<file path="src/logic/pms_pkg.sv">
// Function
// configurable rx max 10 objects/24 bytes; tx 10
// combined tx with configurable one max 30 bytes
// oversize mapping raises function setting error 93.4
// too many objects raises error 93.4
// up to two mappings per direction assigned
// sub-index 01 laid out before 02
// duplicate object takes last occurrence value
// assignment changes accepted only in pre-operational
// mappings volatile; master rewrites after power-up
// power-up defaults rx 1701, tx 1B01
// rx pair: fixed 1701..1705 plus 1600
// tx pairs: fixed+1A00, fixed+1BFF, 1A00+1BFF
// combined rx at most 10 objects
// combined tx at most 11 objects
// read write-only/write read-only abort codes
// absent object or sub-index abort codes
// non-mappable or length overflow abort codes
// value too high/too low abort codes
// toggle error and timeout abort codes
// cycle equals Sync0 period, five choices
// sync0 events at exact intervals drive control
// short cycles need gear 1:1 else 93.4
// assignment write outside pre-op aborts, state
package pms_pkg;
    // ==================== register offsets
    localparam logic [7:0] OFS_STATE = 8'h00;
    localparam logic [7:0] OFS_RX_ASSIGN = 8'h04;
    localparam logic [7:0] OFS_TX_ASSIGN = 8'h08;
    localparam logic [7:0] OFS_RX_CFG = 8'h0C;
    localparam logic [7:0] OFS_TX_CFG = 8'h10;
    localparam logic [7:0] OFS_RX_FIXED = 8'h14;
    localparam logic [7:0] OFS_TX_FIXED = 8'h18;
    localparam logic [7:0] OFS_TX_EXTRA = 8'h1C;
    localparam logic [7:0] OFS_SYNC_CFG = 8'h20;
    localparam logic [7:0] OFS_STATUS = 8'h24;
    localparam logic [7:0] OFS_SDO_REQ = 8'h28;
    localparam logic [7:0] OFS_SDO_ABORT = 8'h2C;
    localparam logic [7:0] OFS_SYNC_COUNT = 8'h30;
    localparam logic [7:0] OFS_LOOKUP = 8'h34;
    localparam logic [7:0] OFS_LAYOUT = 8'h38;
    // ==================== fieldbus state
    typedef enum logic [3:0] {
        PMS_INIT = 4'h1,
        PMS_PREOP = 4'h2,
        PMS_SAFEOP = 4'h4,
        PMS_OP = 4'h8
    } pms_esm_t;
    // ==================== mapping indexes
    localparam logic [15:0] MAP_NONE = 16'h0000;
    localparam logic [15:0] MAP_RX_CFG = 16'h1600;
    localparam logic [15:0] MAP_RX_FIX_LO = 16'h1701;
    localparam logic [15:0] MAP_RX_FIX_HI = 16'h1705;
    localparam logic [15:0] MAP_TX_CFG = 16'h1A00;
    localparam logic [15:0] MAP_TX_FIX_LO = 16'h1B01;
    localparam logic [15:0] MAP_TX_FIX_HI = 16'h1B04;
    localparam logic [15:0] MAP_TX_EXTRA = 16'h1BFF;
    localparam logic [31:0] RX_ASSIGN_RST = {MAP_NONE, MAP_RX_FIX_LO};
    localparam logic [31:0] TX_ASSIGN_RST = {MAP_NONE, MAP_TX_FIX_LO};
    // ==================== limits
    localparam logic [4:0] RX_CFG_MAX_OBJ = 5'h0A;
    localparam logic [8:0] RX_CFG_MAX_BYTES = 9'h018;
    localparam logic [4:0] TX_CFG_MAX_OBJ = 5'h0A;
    localparam logic [8:0] TX_MAX_BYTES = 9'h01E;
    localparam logic [4:0] RX_TOTAL_MAX_OBJ = 5'h0A;
    localparam logic [4:0] TX_TOTAL_MAX_OBJ = 5'h0B;
    localparam logic [15:0] FSE_CODE = 16'h0934;
    // ==================== abort codes
    localparam logic [31:0] AB_NONE = 32'h0000_0000;
    localparam logic [31:0] AB_TOGGLE = 32'h0503_0000;
    localparam logic [31:0] AB_TIMEOUT = 32'h0504_0000;
    localparam logic [31:0] AB_WRITE_ONLY = 32'h0601_0001;
    localparam logic [31:0] AB_READ_ONLY = 32'h0601_0002;
    localparam logic [31:0] AB_NO_OBJECT = 32'h0602_0000;
    localparam logic [31:0] AB_NOT_MAPPABLE = 32'h0604_0041;
    localparam logic [31:0] AB_MAP_LENGTH = 32'h0604_0042;
    localparam logic [31:0] AB_NO_SUBINDEX = 32'h0609_0011;
    localparam logic [31:0] AB_TOO_HIGH = 32'h0609_0031;
    localparam logic [31:0] AB_TOO_LOW = 32'h0609_0032;
    localparam logic [31:0] AB_DEV_STATE = 32'h0800_0022;
    // ==================== sync0 timing
    localparam int CLK_MHZ = 125;
    localparam int CYC_250_US = 250;
    localparam int CYC_500_US = 500;
    localparam int CYC_1_MS = 1;
    localparam int CYC_2_MS = 2;
    localparam int CYC_4_MS = 4;
    localparam int CYC_250_CLKS = CYC_250_US * CLK_MHZ;
    localparam int CYC_500_CLKS = CYC_500_US * CLK_MHZ;
    localparam int CYC_1_CLKS = CYC_1_MS * 1000 * CLK_MHZ;
    localparam int CYC_2_CLKS = CYC_2_MS * 1000 * CLK_MHZ;
    localparam int CYC_4_CLKS = CYC_4_MS * 1000 * CLK_MHZ;
    localparam int SYNC_CNT_W = 19;
    localparam logic [2:0] SEL_250 = 3'h0;
    localparam logic [2:0] SEL_500 = 3'h1;
    localparam logic [2:0] SEL_1 = 3'h2;
    localparam logic [2:0] SEL_2 = 3'h3;
    localparam logic [2:0] SEL_4 = 3'h4;
    localparam logic [31:0] SYNC_CFG_RST = 32'h0000_0002;
endpackage

</file>
<file path="src/logic/pms_top.sv">
// Chosen here: the placing of the registers and register access over Avalon-MM.
`timescale 1ns/1ps
module pms_top #(
    parameter int P250_CLKS = pms_pkg::CYC_250_CLKS,
    parameter int P500_CLKS = pms_pkg::CYC_500_CLKS,
    parameter int P1_CLKS = pms_pkg::CYC_1_CLKS,
    parameter int P2_CLKS = pms_pkg::CYC_2_CLKS,
    parameter int P4_CLKS = pms_pkg::CYC_4_CLKS
) (
    // clock and reset
    input wire logic clock_i,
    input wire logic rst_i,
    // avalon-mm slave
    input wire logic [7:0] avs_address_i,
    input wire logic avs_read_i,
    input wire logic avs_write_i,
    input wire logic [31:0] avs_writedata_i,
    input wire logic [3:0] avs_byteenable_i,
    output logic [31:0] avs_readdata_o,
    output logic [1:0] avs_response_o,
    output logic avs_waitrequest_o,
    // drive side
    output logic sync0_o,
    output logic ctrl_update_o,
    output logic fse_o
);
    // ==================== bus handshake
    logic ack_r;
    logic [31:0] rdata_r;
    logic [1:0] resp_r;
    wire req = avs_read_i | avs_write_i;
    wire wr_go = avs_write_i & ack_r;
    wire [31:0] be_mask = {{8{avs_byteenable_i[3]}}, {8{avs_byteenable_i[2]}},
                           {8{avs_byteenable_i[1]}}, {8{avs_byteenable_i[0]}}};
    assign avs_waitrequest_o = req & ~ack_r;
    assign avs_readdata_o = rdata_r;
    assign avs_response_o = resp_r;

    // ==================== registers
    pms_pkg::pms_esm_t esm_r;
    logic [31:0] rx_assign_r;
    logic [31:0] tx_assign_r;
    logic [31:0] rx_cfg_r;
    logic [31:0] tx_cfg_r;
    logic [31:0] rx_fixed_r;
    logic [31:0] tx_fixed_r;
    logic [31:0] tx_extra_r;
    logic [31:0] sync_cfg_r;
    logic [31:0] abort_r;
    logic [31:0] lookup_r;
    logic [31:0] sync_count_r;

    function automatic logic [31:0] merge(input logic [31:0] old, input logic [31:0] nw,
                                          input logic [31:0] m);
        merge = (old & ~m) | (nw & m);
    endfunction

    wire [31:0] wdata_state = merge({28'h0, esm_r}, avs_writedata_i, be_mask);
    wire sel_state = wr_go & (avs_address_i == pms_pkg::OFS_STATE);
    wire sel_rx_assign = wr_go & (avs_address_i == pms_pkg::OFS_RX_ASSIGN);
    wire sel_tx_assign = wr_go & (avs_address_i == pms_pkg::OFS_TX_ASSIGN);
    wire sel_sdo = wr_go & (avs_address_i == pms_pkg::OFS_SDO_REQ);
    wire in_preop = (esm_r == pms_pkg::PMS_PREOP);
    wire assign_ok = in_preop;
    wire assign_refused = (sel_rx_assign | sel_tx_assign) & ~in_preop;

    always_ff @(posedge clock_i) begin
        if (rst_i) begin
            esm_r <= pms_pkg::PMS_INIT;
        end else if (sel_state) begin
            case (wdata_state[3:0])
                4'h1: esm_r <= pms_pkg::PMS_INIT;
                4'h2: esm_r <= pms_pkg::PMS_PREOP;
                4'h4: esm_r <= pms_pkg::PMS_SAFEOP;
                4'h8: esm_r <= pms_pkg::PMS_OP;
                default: esm_r <= esm_r;
            endcase
        end
    end

    // reset stands in for power-up; nothing here is kept across it
    always_ff @(posedge clock_i) begin
        if (rst_i) begin
            rx_assign_r <= pms_pkg::RX_ASSIGN_RST;
            tx_assign_r <= pms_pkg::TX_ASSIGN_RST;
        end else begin
            if (sel_rx_assign && assign_ok) begin
                rx_assign_r <= merge(rx_assign_r, avs_writedata_i, be_mask);
            end
            if (sel_tx_assign && assign_ok) begin
                tx_assign_r <= merge(tx_assign_r, avs_writedata_i, be_mask);
            end
        end
    end

    always_ff @(posedge clock_i) begin
        if (rst_i) begin
            rx_cfg_r <= 32'h0;
            tx_cfg_r <= 32'h0;
            rx_fixed_r <= 32'h0;
            tx_fixed_r <= 32'h0;
            tx_extra_r <= 32'h0;
            sync_cfg_r <= pms_pkg::SYNC_CFG_RST;
            lookup_r <= 32'h0;
        end else if (wr_go) begin
            case (avs_address_i)
                pms_pkg::OFS_RX_CFG: rx_cfg_r <= merge(rx_cfg_r, avs_writedata_i, be_mask);
                pms_pkg::OFS_TX_CFG: tx_cfg_r <= merge(tx_cfg_r, avs_writedata_i, be_mask);
                pms_pkg::OFS_RX_FIXED: rx_fixed_r <= merge(rx_fixed_r, avs_writedata_i, be_mask);
                pms_pkg::OFS_TX_FIXED: tx_fixed_r <= merge(tx_fixed_r, avs_writedata_i, be_mask);
                pms_pkg::OFS_TX_EXTRA: tx_extra_r <= merge(tx_extra_r, avs_writedata_i, be_mask);
                pms_pkg::OFS_SYNC_CFG: sync_cfg_r <= merge(sync_cfg_r, avs_writedata_i, be_mask);
                pms_pkg::OFS_LOOKUP: lookup_r <= merge(lookup_r, avs_writedata_i, be_mask);
                default: lookup_r <= lookup_r;
            endcase
        end
    end

    // ==================== mapping checks
    function automatic logic in_rng(input logic [15:0] v, input logic [15:0] lo,
                                    input logic [15:0] hi);
        in_rng = (v >= lo) && (v <= hi);
    endfunction

    wire [15:0] rx_s1 = rx_assign_r[15:0];
    wire [15:0] rx_s2 = rx_assign_r[31:16];
    wire [15:0] tx_s1 = tx_assign_r[15:0];
    wire [15:0] tx_s2 = tx_assign_r[31:16];
    wire rx_f1 = in_rng(rx_s1, pms_pkg::MAP_RX_FIX_LO, pms_pkg::MAP_RX_FIX_HI);
    wire rx_f2 = in_rng(rx_s2, pms_pkg::MAP_RX_FIX_LO, pms_pkg::MAP_RX_FIX_HI);
    wire rx_c1 = (rx_s1 == pms_pkg::MAP_RX_CFG);
    wire rx_c2 = (rx_s2 == pms_pkg::MAP_RX_CFG);
    wire rx_n2 = (rx_s2 == pms_pkg::MAP_NONE);
    wire tx_f1 = in_rng(tx_s1, pms_pkg::MAP_TX_FIX_LO, pms_pkg::MAP_TX_FIX_HI);
    wire tx_f2 = in_rng(tx_s2, pms_pkg::MAP_TX_FIX_LO, pms_pkg::MAP_TX_FIX_HI);
    wire tx_c1 = (tx_s1 == pms_pkg::MAP_TX_CFG);
    wire tx_c2 = (tx_s2 == pms_pkg::MAP_TX_CFG);
    wire tx_e1 = (tx_s1 == pms_pkg::MAP_TX_EXTRA);
    wire tx_e2 = (tx_s2 == pms_pkg::MAP_TX_EXTRA);
    wire tx_n2 = (tx_s2 == pms_pkg::MAP_NONE);

    // single mapping allowed; a pair must be one of the listed sets
    wire rx_combo_ok = (rx_n2 & (rx_f1 | rx_c1)) | (rx_f1 & rx_c2) | (rx_c1 & rx_f2);
    wire tx_combo_ok = (tx_n2 & (tx_f1 | tx_c1 | tx_e1))
                     | (tx_f1 & (tx_c2 | tx_e2)) | ((tx_c1 | tx_e1) & tx_f2)
                     | (tx_c1 & tx_e2) | (tx_e1 & tx_c2);

    // per-mapping object count [3:0] and byte size [15:8]
    function automatic logic [4:0] m_cnt(input logic [15:0] idx, input logic [31:0] cfg,
                                         input logic [31:0] fix, input logic [31:0] ext,
                                         input logic [15:0] cfg_idx, input logic is_fix);
        m_cnt = 5'h0;
        if (idx == cfg_idx) m_cnt = {1'b0, cfg[3:0]};
        else if (is_fix) m_cnt = {1'b0, fix[3:0]};
        else if (idx == pms_pkg::MAP_TX_EXTRA) m_cnt = {1'b0, ext[3:0]};
    endfunction

    function automatic logic [8:0] m_len(input logic [15:0] idx, input logic [31:0] cfg,
                                         input logic [31:0] fix, input logic [31:0] ext,
                                         input logic [15:0] cfg_idx, input logic is_fix);
        m_len = 9'h0;
        if (idx == cfg_idx) m_len = {1'b0, cfg[15:8]};
        else if (is_fix) m_len = {1'b0, fix[15:8]};
        else if (idx == pms_pkg::MAP_TX_EXTRA) m_len = {1'b0, ext[15:8]};
    endfunction

    wire [4:0] rx_cnt1 = m_cnt(rx_s1, rx_cfg_r, rx_fixed_r, 32'h0, pms_pkg::MAP_RX_CFG, rx_f1);
    wire [4:0] rx_cnt2 = m_cnt(rx_s2, rx_cfg_r, rx_fixed_r, 32'h0, pms_pkg::MAP_RX_CFG, rx_f2);
    wire [8:0] rx_len1 = m_len(rx_s1, rx_cfg_r, rx_fixed_r, 32'h0, pms_pkg::MAP_RX_CFG, rx_f1);
    wire [8:0] rx_len2 = m_len(rx_s2, rx_cfg_r, rx_fixed_r, 32'h0, pms_pkg::MAP_RX_CFG, rx_f2);
    wire [4:0] tx_cnt1 = m_cnt(tx_s1, tx_cfg_r, tx_fixed_r, tx_extra_r, pms_pkg::MAP_TX_CFG, tx_f1);
    wire [4:0] tx_cnt2 = m_cnt(tx_s2, tx_cfg_r, tx_fixed_r, tx_extra_r, pms_pkg::MAP_TX_CFG, tx_f2);
    wire [8:0] tx_len1 = m_len(tx_s1, tx_cfg_r, tx_fixed_r, tx_extra_r, pms_pkg::MAP_TX_CFG, tx_f1);
    wire [8:0] tx_len2 = m_len(tx_s2, tx_cfg_r, tx_fixed_r, tx_extra_r, pms_pkg::MAP_TX_CFG, tx_f2);
    wire [4:0] rx_cnt_sum = 5'(rx_cnt1 + rx_cnt2);
    wire [4:0] tx_cnt_sum = 5'(tx_cnt1 + tx_cnt2);
    wire [8:0] tx_len_sum = 9'(tx_len1 + tx_len2);
    wire rx_cfg_used = rx_c1 | rx_c2;
    wire tx_cfg_used = tx_c1 | tx_c2;

    wire rx_cfg_cnt_bad = rx_cfg_used & ({1'b0, rx_cfg_r[3:0]} > pms_pkg::RX_CFG_MAX_OBJ);
    wire rx_cfg_len_bad = rx_cfg_used & ({1'b0, rx_cfg_r[15:8]} > pms_pkg::RX_CFG_MAX_BYTES);
    wire tx_cfg_cnt_bad = tx_cfg_used & ({1'b0, tx_cfg_r[3:0]} > pms_pkg::TX_CFG_MAX_OBJ);
    wire tx_len_bad = tx_cfg_used & (tx_len_sum > pms_pkg::TX_MAX_BYTES);
    wire rx_tot_bad = rx_cnt_sum > pms_pkg::RX_TOTAL_MAX_OBJ;
    wire tx_tot_bad = tx_cnt_sum > pms_pkg::TX_TOTAL_MAX_OBJ;
    wire size_err = rx_cfg_len_bad | tx_len_bad;
    wire count_err = rx_cfg_cnt_bad | tx_cfg_cnt_bad | rx_tot_bad | tx_tot_bad;
    wire combo_err = ~rx_combo_ok | ~tx_combo_ok;

    // second mapping starts right after the first
    wire [7:0] rx_off2 = rx_len1[7:0];
    wire [7:0] tx_off2 = tx_len1[7:0];

    // duplicates: sub-index 02 is laid out later, so it wins
    wire [1:0] lookup_src = lookup_r[17] ? 2'h2 : (lookup_r[16] ? 2'h1 : 2'h0);

    // ==================== sync0 generation
    logic [pms_pkg::SYNC_CNT_W-1:0] sync_div_r;
    logic sync0_r;
    wire [2:0] cyc_sel = sync_cfg_r[2:0];
    wire gear_unity = sync_cfg_r[8];
    wire sync_en = sync_cfg_r[9];
    wire cyc_valid = (cyc_sel <= pms_pkg::SEL_4);
    wire short_cyc = (cyc_sel == pms_pkg::SEL_250) | (cyc_sel == pms_pkg::SEL_500);
    wire gear_err = short_cyc & ~gear_unity;
    wire fse = size_err | count_err | gear_err | combo_err | ~cyc_valid;
    wire [pms_pkg::SYNC_CNT_W-1:0] period_m1 =
        (cyc_sel == pms_pkg::SEL_250) ? pms_pkg::SYNC_CNT_W'(P250_CLKS - 1) :
        (cyc_sel == pms_pkg::SEL_500) ? pms_pkg::SYNC_CNT_W'(P500_CLKS - 1) :
        (cyc_sel == pms_pkg::SEL_1) ? pms_pkg::SYNC_CNT_W'(P1_CLKS - 1) :
        (cyc_sel == pms_pkg::SEL_2) ? pms_pkg::SYNC_CNT_W'(P2_CLKS - 1) :
        pms_pkg::SYNC_CNT_W'(P4_CLKS - 1);
    wire sync_run = sync_en & cyc_valid;
    wire sync_hit = sync_run & (sync_div_r >= period_m1);

    // free-running timebase; a changed period keeps the count, a disable or an invalid cycle selection restarts it from zero
    always_ff @(posedge clock_i) begin
        if (rst_i || !sync_run) begin
            sync_div_r <= '0;
        end else if (sync_hit) begin
            sync_div_r <= '0;
        end else begin
            sync_div_r <= sync_div_r + 1'b1;
        end
    end

    always_ff @(posedge clock_i) begin
        if (rst_i) begin
            sync0_r <= 1'b0;
            sync_count_r <= 32'h0;
        end else begin
            sync0_r <= sync_hit;
            if (sync_hit) begin
                sync_count_r <= sync_count_r + 32'h1;
            end
        end
    end
    assign sync0_o = sync0_r;
    // control update fires on each sync0 event unless configuration is faulty
    assign ctrl_update_o = sync0_r & ~fse;
    assign fse_o = fse;

    // ==================== sdo abort evaluation
    wire [11:0] q = avs_writedata_i[11:0];
    // q: 0 write, 1 exists, 2 sub exists, 3 readable, 4 writable, 5 mappable,
    // 6 overflow, 7 above max, 8 below min, 9 toggle err, 10 timeout, 11 assign
    logic [31:0] abort_nxt;
    always_comb begin
        abort_nxt = pms_pkg::AB_NONE;
        if (q[10]) abort_nxt = pms_pkg::AB_TIMEOUT;
        else if (q[9]) abort_nxt = pms_pkg::AB_TOGGLE;
        else if (!q[1]) abort_nxt = pms_pkg::AB_NO_OBJECT;
        else if (!q[2]) abort_nxt = pms_pkg::AB_NO_SUBINDEX;
        else if (q[0] && q[11] && !in_preop) abort_nxt = pms_pkg::AB_DEV_STATE;
        else if (!q[0] && !q[3]) abort_nxt = pms_pkg::AB_WRITE_ONLY;
        else if (q[0] && !q[4]) abort_nxt = pms_pkg::AB_READ_ONLY;
        else if (q[0] && q[11] && !q[5]) abort_nxt = pms_pkg::AB_NOT_MAPPABLE;
        else if (q[0] && q[11] && q[6]) abort_nxt = pms_pkg::AB_MAP_LENGTH;
        else if (q[0] && q[7]) abort_nxt = pms_pkg::AB_TOO_HIGH;
        else if (q[0] && q[8]) abort_nxt = pms_pkg::AB_TOO_LOW;
    end

    // a refused assignment write overrides an sdo evaluation in the same cycle
    always_ff @(posedge clock_i) begin
        if (rst_i) begin
            abort_r <= pms_pkg::AB_NONE;
        end else if (assign_refused) begin
            abort_r <= pms_pkg::AB_DEV_STATE;
        end else if (sel_sdo) begin
            abort_r <= abort_nxt;
        end
    end

    // ==================== read mux
    wire [31:0] status_w = {(fse ? pms_pkg::FSE_CODE : 16'h0000), 10'h0,
                            ~cyc_valid, gear_err, combo_err, count_err, size_err, fse};
    logic [31:0] rmux;
    logic hit;
    always_comb begin
        rmux = 32'h0;
        hit = 1'b1;
        case (avs_address_i)
            pms_pkg::OFS_STATE: rmux = {28'h0, esm_r};
            pms_pkg::OFS_RX_ASSIGN: rmux = rx_assign_r;
            pms_pkg::OFS_TX_ASSIGN: rmux = tx_assign_r;
            pms_pkg::OFS_RX_CFG: rmux = rx_cfg_r;
            pms_pkg::OFS_TX_CFG: rmux = tx_cfg_r;
            pms_pkg::OFS_RX_FIXED: rmux = rx_fixed_r;
            pms_pkg::OFS_TX_FIXED: rmux = tx_fixed_r;
            pms_pkg::OFS_TX_EXTRA: rmux = tx_extra_r;
            pms_pkg::OFS_SYNC_CFG: rmux = sync_cfg_r;
            pms_pkg::OFS_STATUS: rmux = status_w;
            pms_pkg::OFS_SDO_REQ: rmux = 32'h0;
            pms_pkg::OFS_SDO_ABORT: rmux = abort_r;
            pms_pkg::OFS_SYNC_COUNT: rmux = sync_count_r;
            pms_pkg::OFS_LOOKUP: rmux = {lookup_r[31:20], lookup_src, lookup_r[17:0]};
            pms_pkg::OFS_LAYOUT: rmux = {16'h0, tx_off2, rx_off2};
            default: hit = 1'b0;
        endcase
    end

    always_ff @(posedge clock_i) begin
        if (rst_i) begin
            ack_r <= 1'b0;
            rdata_r <= 32'h0;
            resp_r <= 2'h0;
        end else begin
            ack_r <= req & ~ack_r;
            if (req && !ack_r) begin
                rdata_r <= avs_read_i ? rmux : 32'h0;
                resp_r <= hit ? 2'h0 : 2'h2;
            end
        end
    end
endmodule

</file>
<file path="config.mk">
export PLATFORM = sky130hd
export DESIGN_NAME = pms_top
export DESIGN_NICKNAME = d
export VERILOG_FILES = /design/src/logic/pms_pkg.sv /design/src/logic/pms_top.sv
export SDC_FILE = /design/constraint.sdc
export NUM_CORES = 1
export LEC_CHECK = 0
export BUFFER_PORTS_ARGS = -buffer_cell sky130_fd_sc_hd__buf_2
export CAP_MARGIN = 10
export CELL_PAD_IN_SITES_DETAIL_PLACEMENT = 1
export CELL_PAD_IN_SITES_GLOBAL_PLACEMENT = 1
export CORE_MARGIN = 2
export CORE_UTILIZATION = 42
export DETAILED_ROUTE_END_ITERATION = 10
export HOLD_SLACK_MARGIN = 0.06
export PLACE_DENSITY = 0.88
export SYNTH_ARGS = -nofsm -noshare
export SYNTH_HDL_FRONTEND = slang
export SYNTH_SLANG_ARGS = --single-unit
</file>
<file path="constraint.sdc">
create_clock -name clock_i -period 3.6 [get_ports clock_i]
set_clock_uncertainty 0.15 [all_clocks]
set_input_delay 0.18 -clock clock_i [delete_from_list [all_inputs] [get_ports clock_i]]
set_output_delay 0.18 -clock clock_i [all_outputs]
set_load 0.02 [all_outputs]
</file>
-- After elaboration in Yosys (flattened, before gate mapping)
Cells that the tools add are included.
- flip-flop bits (word level): 407
- bits of input ports: 48
- add/subtract/negate cells: 5
- magnitude comparators: 16
- eq/ne operators: 28
- muxes and demuxes: 43
- bitwise logic cells: 77
- reductions and logical operators: 40
- operator list (cell ; count):
    $pmux 32 s14 ; 1
    $and 32x32->32 ; 10
    $or 32x32->32 ; 9
    $mux 28 ; 7
    $mux 27 ; 6
    $eq 16x13->1 const B ; 6
    $mux 19 ; 4
    $ge 16x13->1 const B ; 4
    $le 16x13->1 const B ; 4
    $mux 8 ; 8
    $eq 8x6->1 const B ; 7
    $mux 4 ; 10
    $add 32x1->32 const B ; 1
    $eq 8x5->1 const B ; 4
    $logic_not 16->1 ; 2
    $mux 32 ; 1
    $not 32->32 ; 1
    $or 1x1->1 ; 25
    $and 1x1->1 ; 23
    $add 19x1->19 const B ; 1
    $ge 19x19->1 ; 1
    $eq 8x4->1 const B ; 2
    $pmux 4 s4 ; 1
    $reduce_and 2->1 ; 8
    other kinds (29) ; 63

-- Logic depth before layout (Yosys ltp)
- depth after elaboration: 16
- mapped depth: 16

-- Worst setup path before layout
OpenSTA, ideal clock, no wires.
- path type: flip-flop to output port
- from: register with a tool-made name
- to: output port ctrl_update_o
- arrival: 3.644 ns
- required time: 3.270 ns
- setup slack: -0.374 ns
- cell stages (with the launch flop): 16
- buffers on the path: 1
- cells stage by stage: dfxtp_1 > or4_4 > nor4_4 > clkbuf_1 > a222oi_1 > inv_1 > ha_1 > inv_1 > fa_1 > nor2b_1 > o21ai_0 > nand3_1 > a2111oi_0 > o32ai_1 > nand2_1 > nor3_1
- RTL lines (what ; line ; source):
    end: declaration ; pms_top.sv:24 ; output logic ctrl_update_o,

==> out/qor.csv <==
stage;metric;value;unit
setup_path;startpoint types;flip-flop;
drt;total number of vias;21100;
synthesis;synth unique cells;90;
drt;Post-route DRC;0;
drt;DRT antenna net count;0;
timing;Highest Clock Rate;0.219;GHz
synthesis;synthesized flop and latch total;388;
finish;Area Overhead vs Synth;21.9;%
floorplanning;core box area;45100;um^2
timing;Slew Limit Fails;0;
finish;Sequential cell area;7770;um^2
global_routing;antenna violations before repair;1;
timing;actual slew at the worst max-slew pin;1190;ps
synthesis;syn_area_per_cell;7.70;um^2
floorplanning;Die ar.;47100;um^2
setup_path;Setup crit end kind;output port;
worst_hold_path;worst min path class;input pin to flip-flop;
synthesis;area leader, netlist;dfxtp_1;
global_routing;Overflow after GRT;0;
timing;Tmin final;4580;ps
cts;Clock Sinks;388;
finish;n_diodes;0;
cts;H-tree levels;2;
timing;setup TNS;-4020;ps
place;dpl cells;3165;
synthesis;ys async rst share;0;
timing;fin crit share;1.27;
power_and_ir_drop;Power Dens Cells;400;nW/um^2
power_and_ir_drop;Leak Pwr;8.50;nW
cts;CTS root buf;clkbuf_16;
finish;final cell count without fillers;3293;
global_routing;vias in the first global route;21800;
floorplanning;# rows;78;
synthesis;ranking of synthesized cells by area;dfxtp_1 (41%), nand2_1 (12%), a21oi_1 (9.0%), nand3_1 (4.9%), a22oi_1 (4.2%);
cts;CTS buffer count;43;
drt;DR pass1 iterations;7;
finish;Filler Cell Count;5529;
timing;Final WS setup;-975;ps
floorplanning;Die Ht;217;um
timing;RSZ-0062 raised after global routing;yes;
setup_path;slowest cell on the critical path;a222oi_1;
timing;Slew headroom;0.205;
setup_path;Worst Path Buf+Inv;6;
drt;initial drt markers;2429;
place;DP HPWL;59800;um
place;GP Congestion;0.993;
cts;Max Root-Sink Buffers;3;
status;status;finished with violations;
drt;wire per inst;25.9;um
global_routing;global router's overall resource usage;0.354;
synthesis;top cell type's share of synthesized area;0.407;
synthesis;sequential-to-total area share from yosys stat;0.407;
setup_path;most frequent CP cell;buf_6;
synthesis;Synth Net Count;2562;
setup_path;data arrival time of the worst path;4250;ps
setup_path;Largest stage delay, worst path;390;ps
drt;DR vias/cell;6.41;
finish;multi-input logic area;10600;um^2
cts;Clock Latency Late Sink;610;ps
run;total of max-cap violations;0;
place;# port buffers;84;
synthesis;Syn Inst Count;2475;
finish;layout cell share with drive strength beyond 1;0.164;
power_and_ir_drop;peak supply drop;0.341;mV
drt;final WL;85300;um
global_routing;largest net degree at the start of global routing;171;
setup_path;CP delay by family, top;simple AND/OR/NAND/NOR gates;
floorplanning;Initial Utilization;0.423;
synthesis;ys flop type;dfxtp_1;
finish;Final nets;2748;
setup_path;CP max FO;5;
floorplanning;Ports;86;
timing;final setup fails;10;
setup_path;worst-path cell chain;nor2_2 -> mux2i_2 -> nor3_2 -> buf_6 -> buf_6 -> a222oi_1 -> inv_1 -> buf_4 -> fa_2 -> o22ai_1 -> nand3_1 -> nor4bb_2 -> nand4_1 -> buf_4 -> nor3_4 -> buf_6;
cts;CTS tree;done;
setup_path;critical path type;flip-flop to output port;
global_routing;first-pass GRT wire length;128000;um
cts;Worst-path clk slew;60;ps
synthesis;Post-synth EDFFs;0;
status;failing checks;setup timing;
timing;Final Hold Fails;0;
floorplanning;Die Wd;217;um
setup_path;Req. time, crit path;3270;ps
synthesis;Post-Syn Area;19100;um^2
synthesis;synthesis warning total;0;
cells by family after synthesis:
group	count (synthesis)	share of synthesized area
and+or+nand+nor	1092	0.262
muxes	8	0.00466
adders and majority gates	39	0.0268
other	1	0.000197
DFF	388	0.407
buffers and inverters	224	0.0492
xor gates and xnor gates	36	0.0165
AOI/OAI and AO/OA	687	0.234
worst paths after layout:
kind | slack (ps) | start | to | cells past startpoint
max | -980 | flip-flop | ctrl_update_o | 16
min | 180 | avs_address_i[4] | abort_r[0] | 5
max reg2reg | -320 | flip-flop | avs_readdata_o[21] | 17
min reg2reg | 300 | flip-flop | flip-flop | 2
timing repair:
item	in CTS	in global routing
setup buffers	10	3
gates resized for setup	42	18
hold buffers	40	0
hold endpoints to repair	305	0
setup endpoints to repair	10	19
pin swaps	21	11
per-stage QoR:
stage	util	power (mW)	setup slack [ps]	hold slack (ps)	instance area [um^2]
after detailed placement	0.467	4.73	-693	298	21100
final	0.516	9.30	-975	180	23300
after global placement	0.467	4.72	-445	287	21100
after floorplan	-	4.58	11.7	188	19100
after CTS	0.513	9.30	-908	155	23100
after global routing	0.516	9.51	-1100	194	23300
placed cells by master (no fill, tap or decap), types with 17 or more instances in the layout:
cell type      synthesis  layout
nand2_1              611     606
dfxtp_1              388     387
nor3_1                22      18
xor2_1                17      17
a221oi_1              27      27
a22o_1                39      39
a22oi_1              106     106
o21ai_0               35      32
inv_1                 44      43
a21o_1                19      19
a21oi_1              343     340
buf_2                 58      81
dlygate4sd3_1          0      40
nand3_1              188     185
and3_1                25      24
ha_1                  36      31
nand4_1               25      25
clkbuf_16              0      43
xnor2_1               19      18
nor2_1               106     105
buf_4                  4     177
a222oi_1              31      31
a211oi_1              17      17
synthesized netlist by cell type (7+ instances only):
master / number
a211oi_1: 17
a21o_1: 19
a21oi_1: 343
a221oi_1: 27
a222oi_1: 31
a22o_1: 39
a22oi_1: 106
a41oi_1: 7
and2_1: 15
and3_1: 25
buf_2: 58
clkbuf_1: 112
dfxtp_1: 388
ha_1: 36
inv_1: 44
nand2_1: 611
nand3_1: 188
nand4_1: 25
nor2_1: 106
nor2_2: 9
nor3_1: 22
nor3b_1: 9
nor4_1: 11
o211ai_1: 8
o21ai_0: 35
or3_1: 17
xnor2_1: 19
xor2_1: 17
layout make-up:
| cell class | count | area share |
|---|---|---|
| timing repair buffer | 321 | 0.107 |
| clock buffer | 61 | 0.0543 |
| inverter | 44 | 0.00710 |
| sequential | 388 | 0.334 |
| clock inverter | 16 | 0.00786 |
| tap | 600 | 0.0323 |
| multi-input combinational | 1863 | 0.457 |
metal layers:
layer	global-route usage	part of all wire
met5	0	0
met4	0.231	0.069
met3	0.0848	0.092
met2	0.581	0.47
met1	0.412	0.37
power breakdown:
part           switching [mW]  internal (mW)
Sequential            0.00394           4.29
Clock                    1.95           2.67
Combinational           0.289         0.0914
worst min-delay path: stages:
cell and delay, ps:
buf_2 150, nor4b_4 120, and3_1 260, nand3_1 100, a21oi_1 60
(Power assumes the default switching activity.)
